File: src/core/dcm_consts.svh
// Offsets, field positions and reset values of the comparator C match registers
`ifndef DCM_CONSTS_SVH
`define DCM_CONSTS_SVH
`define DCM_ADDR_W 16
`define DCM_OFF_CTL 16'h0130
`define DCM_OFF_ADDR_HI 16'h0135
`define DCM_OFF_ADDR_MID 16'h0136
`define DCM_OFF_ADDR_LO 16'h0137
`define DCM_OFF_DATA 16'h0138
`define DCM_OFF_DATA_END 16'h013B
`define DCM_OFF_MASK 16'h013C
`define DCM_OFF_MASK_END 16'h013F
`define DCM_BIT_NDB 6
`define DCM_BIT_INST 5
`define DCM_BIT_RW 3
`define DCM_BIT_RWE 2
`define DCM_BIT_COMPE 0
`define DCM_CTL_WMASK 8'h6D
`define DCM_RST_CTL 8'h00
`define DCM_RST_ADDR 24'h000000
`define DCM_RST_DATA 32'h00000000
`define DCM_RST_MASK 32'h00000000
`endif

File: src/core/dcm_pkg.sv
// Types shared by the comparator C match register block
package dcm_pkg;
  // One monitored bus access
  typedef struct packed {
    logic valid;
    logic inst;
    logic read;
    logic cop;
    logic [23:0] addr;
    logic [31:0] data;
  } dcm_access_t;
  // Software visible configuration
  typedef struct packed {
    logic [7:0] ctl;
    logic [23:0] addr;
    logic [31:0] data;
    logic [31:0] mask;
  } dcm_regs_t;
endpackage

File: src/core/dcm_match_regs.sv
// Comparator C match registers and the address/data match logic
//
// Our own choice: the plain strobed port.
`timescale 1ns/1ps
`include "dcm_consts.svh"

module dcm_match_regs
(
  input wire logic mclk,
  input wire logic reset,
  input wire logic [`DCM_ADDR_W-1:0] reg_addr,
  input wire logic [7:0] reg_wdata,
  input wire logic reg_wr,
  input wire logic reg_rd,
  output logic [7:0] reg_rdata,
  input wire logic unit_armed,
  input wire logic trace_in_progress_flag,
  input wire dcm_pkg::dcm_access_t mon,
  output logic comp_match
);

  // Masked equality of bus data against the compare value
  function automatic logic data_equal(
    input logic [31:0] bus,
    input logic [31:0] value,
    input logic [31:0] mask
  );
    data_equal = ((bus ^ value) & mask) == 32'h00000000;
  endfunction

  // Byte lane k of a word, k=0 being bits 31..24
  function automatic logic [7:0] get_byte(
    input logic [31:0] word,
    input logic [1:0] k
  );
    get_byte = word[(5'd24 - {k, 3'b000}) +: 8];
  endfunction

  // Word with lane k replaced by b
  function automatic logic [31:0] put_byte(
    input logic [31:0] word,
    input logic [1:0] k,
    input logic [7:0] b
  );
    logic [31:0] w;
    w = word;
    w[(5'd24 - {k, 3'b000}) +: 8] = b;
    put_byte = w;
  endfunction

  dcm_pkg::dcm_regs_t regs_reg;
  dcm_pkg::dcm_regs_t regs_next;
  logic [7:0] rdata_reg;
  logic [7:0] rdata_next;
  logic match_reg;
  logic match_next;
  logic wr_ok;
  logic in_data;
  logic in_mask;
  logic addr_hit;
  logic data_hit;
  logic rw_hit;
  logic [31:0] eff_mask;

  assign reg_rdata = rdata_reg;
  assign comp_match = match_reg;

  // Write permission and lane decode
  assign wr_ok = reg_wr && !unit_armed && !trace_in_progress_flag;
  assign in_data = reg_addr >= `DCM_OFF_DATA && reg_addr <= `DCM_OFF_DATA_END;
  assign in_mask = reg_addr >= `DCM_OFF_MASK && reg_addr <= `DCM_OFF_MASK_END;

  // Next register contents
  always_comb
  begin
    regs_next = regs_reg;
    if (wr_ok)
    begin
      if (in_data)
        regs_next.data = put_byte(regs_reg.data, reg_addr[1:0], reg_wdata);
      else if (in_mask)
        regs_next.mask = put_byte(regs_reg.mask, reg_addr[1:0], reg_wdata);
      else
      begin
        unique case (reg_addr)
          `DCM_OFF_CTL: regs_next.ctl = reg_wdata & `DCM_CTL_WMASK;
          `DCM_OFF_ADDR_HI: regs_next.addr[23:16] = reg_wdata;
          `DCM_OFF_ADDR_MID: regs_next.addr[15:8] = reg_wdata;
          `DCM_OFF_ADDR_LO: regs_next.addr[7:0] = reg_wdata;
          default: regs_next = regs_reg;
        endcase
      end
    end
  end

  // Register storage
  always_ff @(posedge mclk)
  begin
    if (reset)
    begin
      regs_reg.ctl <= `DCM_RST_CTL;
      regs_reg.addr <= `DCM_RST_ADDR;
      regs_reg.data <= `DCM_RST_DATA;
      regs_reg.mask <= `DCM_RST_MASK;
    end
    else
      regs_reg <= regs_next;
  end

  // Read data, valid only in the cycle after the strobe
  always_comb
  begin
    rdata_next = 8'h00;
    if (reg_rd)
    begin
      if (in_data)
        rdata_next = get_byte(regs_reg.data, reg_addr[1:0]);
      else if (in_mask)
        rdata_next = get_byte(regs_reg.mask, reg_addr[1:0]);
      else
      begin
        unique case (reg_addr)
          `DCM_OFF_CTL: rdata_next = regs_reg.ctl;
          `DCM_OFF_ADDR_HI: rdata_next = regs_reg.addr[23:16];
          `DCM_OFF_ADDR_MID: rdata_next = regs_reg.addr[15:8];
          `DCM_OFF_ADDR_LO: rdata_next = regs_reg.addr[7:0];
          default: rdata_next = 8'h00;
        endcase
      end
    end
  end

  // Read data register
  always_ff @(posedge mclk)
  begin
    if (reset)
      rdata_reg <= 8'h00;
    else
      rdata_reg <= rdata_next;
  end

  // Address, data and direction qualification
  assign addr_hit = mon.addr == regs_reg.addr;
  assign eff_mask = mon.cop ? {16'h0000, regs_reg.mask[15:0]} : regs_reg.mask;
  assign rw_hit = !regs_reg.ctl[`DCM_BIT_RWE] || (mon.read == regs_reg.ctl[`DCM_BIT_RW]);

  // Equal or differing data per the invert bit
  always_comb
  begin
    data_hit = data_equal(mon.data, regs_reg.data, eff_mask);
    if (regs_reg.ctl[`DCM_BIT_NDB])
      data_hit = !data_hit;
  end

  // Match decision
  always_comb
  begin
    match_next = 1'b0;
    if (mon.valid && regs_reg.ctl[`DCM_BIT_COMPE] && addr_hit)
    begin
      if (regs_reg.ctl[`DCM_BIT_INST])
        match_next = mon.inst;
      else
        match_next = !mon.inst && rw_hit && data_hit;
    end
  end

  // Match output register
  always_ff @(posedge mclk)
  begin
    if (reset)
      match_reg <= 1'b0;
    else
      match_reg <= match_next;
  end
endmodule

File: config.mk
export PLATFORM = sky130hd
export DESIGN_NAME = dcm_match_regs
export DESIGN_NICKNAME = d
export VERILOG_FILES = /design/src/core/dcm_pkg.sv /design/src/core/dcm_match_regs.sv
export VERILOG_INCLUDE_DIRS = /design/src /design/src/core
export SDC_FILE = /design/constraint.sdc
export NUM_CORES = 1
export LEC_CHECK = 0
export BUFFER_PORTS_ARGS = -buffer_cell sky130_fd_sc_hd__buf_2
export CORE_MARGIN = 4
export CORE_UTILIZATION = 51
export DETAILED_ROUTE_END_ITERATION = 10
export GPL_ROUTABILITY_DRIVEN = 0
export HOLD_SLACK_MARGIN = 0.08
export PLACE_DENSITY_LB_ADDON = 0.08
export SLEW_MARGIN = 20
export SYNTH_ARGS = -nofsm -noshare
export SYNTH_HDL_FRONTEND = slang
export SYNTH_SLANG_ARGS = --single-unit
File: constraint.sdc
create_clock -name mclk -period 2.75 [get_ports mclk]
set_input_delay 0.4125 -clock mclk [delete_from_list [all_inputs] [get_ports mclk]]
set_output_delay 0.4125 -clock mclk [all_outputs]
set_load 0.01 [all_outputs]
; After elaboration in Yosys (flattened, before gate mapping)
; Cells that the tools add are included.
; Widths: inputs -> output; s select.
[op_classes]
n_addsub = 2
n_bitwise = 6
eq_ne = 6
shifts = 4
n_reduce_logical = 23
multipliers = 0
n_lt_le_gt_ge = 4
n_div = 0
n_mux = 9
[ops]
columns = op, n
row1 = $bwmux 32, 2
row2 = $eq 16x9->1 const B, 4
row3 = $mux 32, 2
row4 = $shiftx 32x6->8, 2
row5 = $and 32x32->32, 1
row6 = $ge 16x9->1 const B, 2
row7 = $le 16x9->1 const B, 2
row8 = $logic_not 32->1, 1
row9 = $pmux 8 s4, 1
row10 = $shift 8x7->32 const A, 1
row11 = $shiftx 8x7->32, 1
row12 = $xor 32x32->32, 1
row13 = $eq 24x24->1, 1
row14 = $mux 8, 2
row15 = $reduce_and 4->1, 4
row16 = $logic_and 1x1->1, 8
row17 = $neg 5->7, 1
row18 = $logic_not 1->1, 5
row19 = $sub 5x5->5 const A, 1
row20 = $not 1->1, 4
row21 = $reduce_or 2->1, 2
row22 = $reduce_and 3->1, 1
row23 = $mux 1, 2
row24 = $reduce_and 2->1, 1
row25 = other kinds (2), 2
[word_totals]
ram_bits = 0
latch_bits = 0
word_cells = 62
input_bits = 90
reg_bits = 102
memories = 0
rom_bits = 0

; Depth between registers and ports, before layout
[logic_depth]
word_depth = 7
depth_mapped = 10
mapped_depth_nobuf = 7

; Least setup slack after synthesis
; No wires, ideal clock.
[synth_timing]
kind = input -> register
from = in reg_addr[1]
to = reg regs_reg[14] (netlist name)
t_required_ns = 2.679
cell_stages = 8
setup_slack_ns = 0.062
arrival_time_ns = 2.618
cell_sequence = clkbuf_1 -> clkbuf_1 -> inv_1 -> ha_1 -> nor3b_1 -> buf_2 -> nand3_1 -> a21oi_1
[synth_between]
elab_chain_len = 4
[synth_lines]
columns = item, line_no
row1 = "start, declared", dcm_match_regs.sv:11  ; input wire logic [`DCM_ADDR_W-1:0] reg_addr,
row2 = "$sub 5x5->5, or another cell as far along", dcm_match_regs.sv:47  ; w[(5'd24 - {k, 3'b000}) +: 8] = b;
row3 = $neg 5->7 or $logic_and 1x1->1 (tied branches), --
row4 = "$shiftx 8x7->32, or another cell as far along", dcm_match_regs.sv:47
row5 = $bwmux 32 or $reduce_and 3->1 (tied branches), --
row6 = "end signal, assigned", dcm_match_regs.sv:107  ; regs_reg <= regs_next;
row7 = "end, declared", dcm_match_regs.sv:51  ; dcm_pkg::dcm_regs_t regs_reg;
; Parallel ways exist; a longest one is shown, timed or not.
; A chain may end at the register's enable or synchronous reset.

; Final worst setup path
[layout_timing]
from = in reg_addr[13]
to = reg regs_reg[14] (netlist name)
[layout_between]
elab_chain_len = 4
[layout_lines]
columns = item
row1 = $ge 16x9->1 (no line) or $le 16x9->1 (tied branches)
row2 = $logic_and 1x1->1 (no line)
row3 = $not 1->1 (no line)
row4 = $reduce_and 3->1 (no line) *
; Mark *: on every way between the ends. The rest lies on a longest branch, timed or not.

==> flow_summary.yaml <==
status:
  status: "completed"
timing:
  whs_ps: 294
  post-route-period-util_pct: 80.2
  fmax_mhz: 453
  tightestPinTransition_ps: 674
  slew_headroom_pct: 55.1
  fin_tns_setup_ps: 0
  fin_skew_ps: 19.0
  setup-violations-final: 0
  period_needed_ps: 2210
  setup_slack_ps: 545
  maxSlewViolCount: 0
  rsz0062_at_grt: "false"
  hold_violations: 0
drt:
  viasPerCell: 5.89
  dr.pass1.iters: 6
  drtAntennaViolNets: 0
  drtIter0Drc: 452
  detail_route.wl_per_cell_um: 20.6
  drc: 0
  wl_mm: 16.6
  vias: 4742
global_routing:
  overflow: 0
  grt_pass1_wl_mm: 25.1
  grt_max_degree: 69
  grtUsageTotal_pct: 27.9
  antenna_found_initial: 0
  grt_pass1_vias: 4504
logic_synthesis:
  synthXorXnorAreaFrac_pct: 9.36
  yosys.area_share.simple_pct: 19.9
  synth-async-reset-ratio_pct: 0
  syn_area_sq_um: 5330
  synth.area.mux_share_pct: 13.5
  synth_cell_types: 41
  synth_ff_type: "dfxtp_1"
  synth_adder_area_share_pct: 1.17
  synth_compound_area_share_pct: 13.5
  synth_fp_nets: 680
  synth-seq-cells: 102
  synth_top_family_by_area: "simple AND/OR/NAND/NOR gates"
  ys_warn_count: 0
  ys_seq_area_share_pct: 38.3
  synth_edf_count: 0
  avgSynthCellArea_sq_um: 9.11
  synthCells: 585
cts:
  clockBufferDepth: 2
  htreeDepth: 3
  clk_pin_slew_ps: 120
  cts_sinks: 102
  cts_setup_buffers: 0
  cts_made_buffers: 9
  hold_buffers: 0
  post_cts_resized: 0
  cts_root_buf: "clkbuf_8"
  cts_tree: "built"
  clkLatencyLatePin_ps: 370
cells_and_area:
  stdcell_area_sq_um: 6080
  finalCoreUtilization_pct: 59.4
  fin_cells: 805
  antenna_cells: 0
  area_delta_synth_final_pct: 14.1
  drive_above_1_share_pct: 22.7
  fin_nets: 759
  largest_reg_flops: 93
power:
  leakagePower_nw: 2.40
  p_per_area_nw_per_um2: 437
  ir_worst_vdd_mv: 0.252
  p_total_mw: 2.66
placement:
  dpl.hpwl_mm: 12.1
  dp_worst_setup_slack_ps: 170
  portBuffers: 98
  place_inst: 789
  place_area_sq_um: 5890
die:
  floorplan.rows: 37
  io_pins: 99
  die_w_um: 110
  dieHeight_um: 110
  design.core.area_sq_um: 10200
  die-area_sq_um: 12200
  start_util_pct: 52.1
critical_path:
  crit_start: "reg_addr[13]"
  cp_top_family: "simple AND/OR/NAND/NOR gates"
  crit_arrival_ps: 2520
  startpoint_type: "input pin"
  cp_slowest_cell: "or4_4"
  worst-setup-path-type: "input pin to flip-flop"
  worstPathMaxFanout: 8
  timing.rr.end: "comp_match"
  r2r_start: "regs_reg[58]"
  critPathMaxStageDelay_ps: 530
  required_ps: 3060
  crit_path_end_kind: "flip-flop"
  crit_end: "regs_reg[14]"
  r2r_slack_ps: 990
  path_buf_inv: 1
  cp.depth: 7
  critical_path.cell_chain: "buf_2 -> or4_4 -> nor4_4 -> and4_1 -> and3_1 -> nand3_1 -> a21oi_1"
  worstRegToRegCells: 6
hold_path:
  min_path_type: "input pin to flip-flop"
job:
  drv_cap: 0
-- layout by cell type (no fill, tap or decap), drive strengths merged, types with 2 or more instances in the layout --
cell / netlist / layout
a31oi: 2 / 2
and3: 5 / 5
nor2: 62 / 62
a22o: 2 / 2
ha: 5 / 5
nand2b: 9 / 9
nor3b: 2 / 2
nor4: 4 / 4
clkinv: 0 / 2
nand2: 61 / 61
nand3: 27 / 27
and4: 3 / 3
a22oi: 33 / 33
a21oi: 57 / 57
clkbuf: 18 / 9
nand4b: 3 / 3
dfxtp: 102 / 102
and2: 19 / 19
a222oi: 8 / 8
o21ai: 9 / 9
clkinvlp: 0 / 3
inv: 4 / 6
xnor2: 17 / 17
nand4: 7 / 7
mux4: 16 / 16
a221oi: 3 / 3
mux2i: 36 / 36
nor3: 2 / 2
buf: 24 / 110
xor2: 40 / 40
-- cell type report --
| cell class | instances | area (sq um) |
|---|---|---|
| clock buffer | 9 | 124 |
| clock inverter | 7 | 70.1 |
| fill | 938 | 4150 |
| inverter | 4 | 15.0 |
| multi-input combinational | 437 | 3070 |
| sequential | 102 | 2040 |
| tap | 136 | 170 |
| timing repair buffer | 110 | 593 |
-- cells in the mapped netlist, drive strengths merged (7+ instances only) --
cell type,n,area [sq um]
a21oi,57,285
a222oi,8,80.1
a22oi,33,248
and2,19,119
buf,24,144
clkbuf,18,67.6
dfxtp,102,2040
mux2i,36,360
mux4,16,360
nand2,61,229
nand2b,9,56.3
nand3,27,170
nand4,7,43.8
nor2,62,240
o21ai,9,45.0
xnor2,17,149
xor2,40,350
-- routing by layer --
layer | vias to the layer above | GRT usage (%) | part of all wire (%)
li1 | 2235 | - | -
met1 | 2189 | 38.4 | 42
met2 | 273 | 43.9 | 45
met3 | 45 | 3.96 | 9.0
met4 | 0 | 12.1 | 3.9
met5 | - | 0 | 0
-- logic make-up (layout without fill, tap and decap cells) --
logic type / Yosys count / in the layout
simple gates: 208 / 208
compound gates: 115 / 115
flops: 102 / 102
xor+xnor: 57 / 57
mux: 52 / 52
buf+inv: 46 / 130
fa+ha+maj: 5 / 5
-- tightest hold or removal path, delay by kind of cell --
family	cells	cell delay [ps]
AO/OA/AOI/OAI	1	60
buffers and inverters	1	110
AND/OR/NAND/NOR	1	50
-- report_power, final --
part	internal (mW)	switching, mW	leakage [nW]
combinational	0.101	0.150	1.49
sequential	1.48	0.00000238	0.821
clock	0.351	0.578	0.0883
-- worst min path at each step --
stage / slack, ps / depth (start not counted) / to / from
3_5_place_dp: 480 / 2 / regs_reg[15] / regs_reg[15]
5_1_grt: 300 / 3 / comp_match / mon[58]
6_report: 290 / 3 / comp_match / mon[58]
3_3_place_gp: 470 / 2 / regs_reg[15] / regs_reg[15]
4_1_cts: 290 / 3 / comp_match / mon[58]
2_1_floorplan: 450 / 2 / regs_reg[88] / regs_reg[88]
No activity file was read; power rests on OpenSTA's default activity.
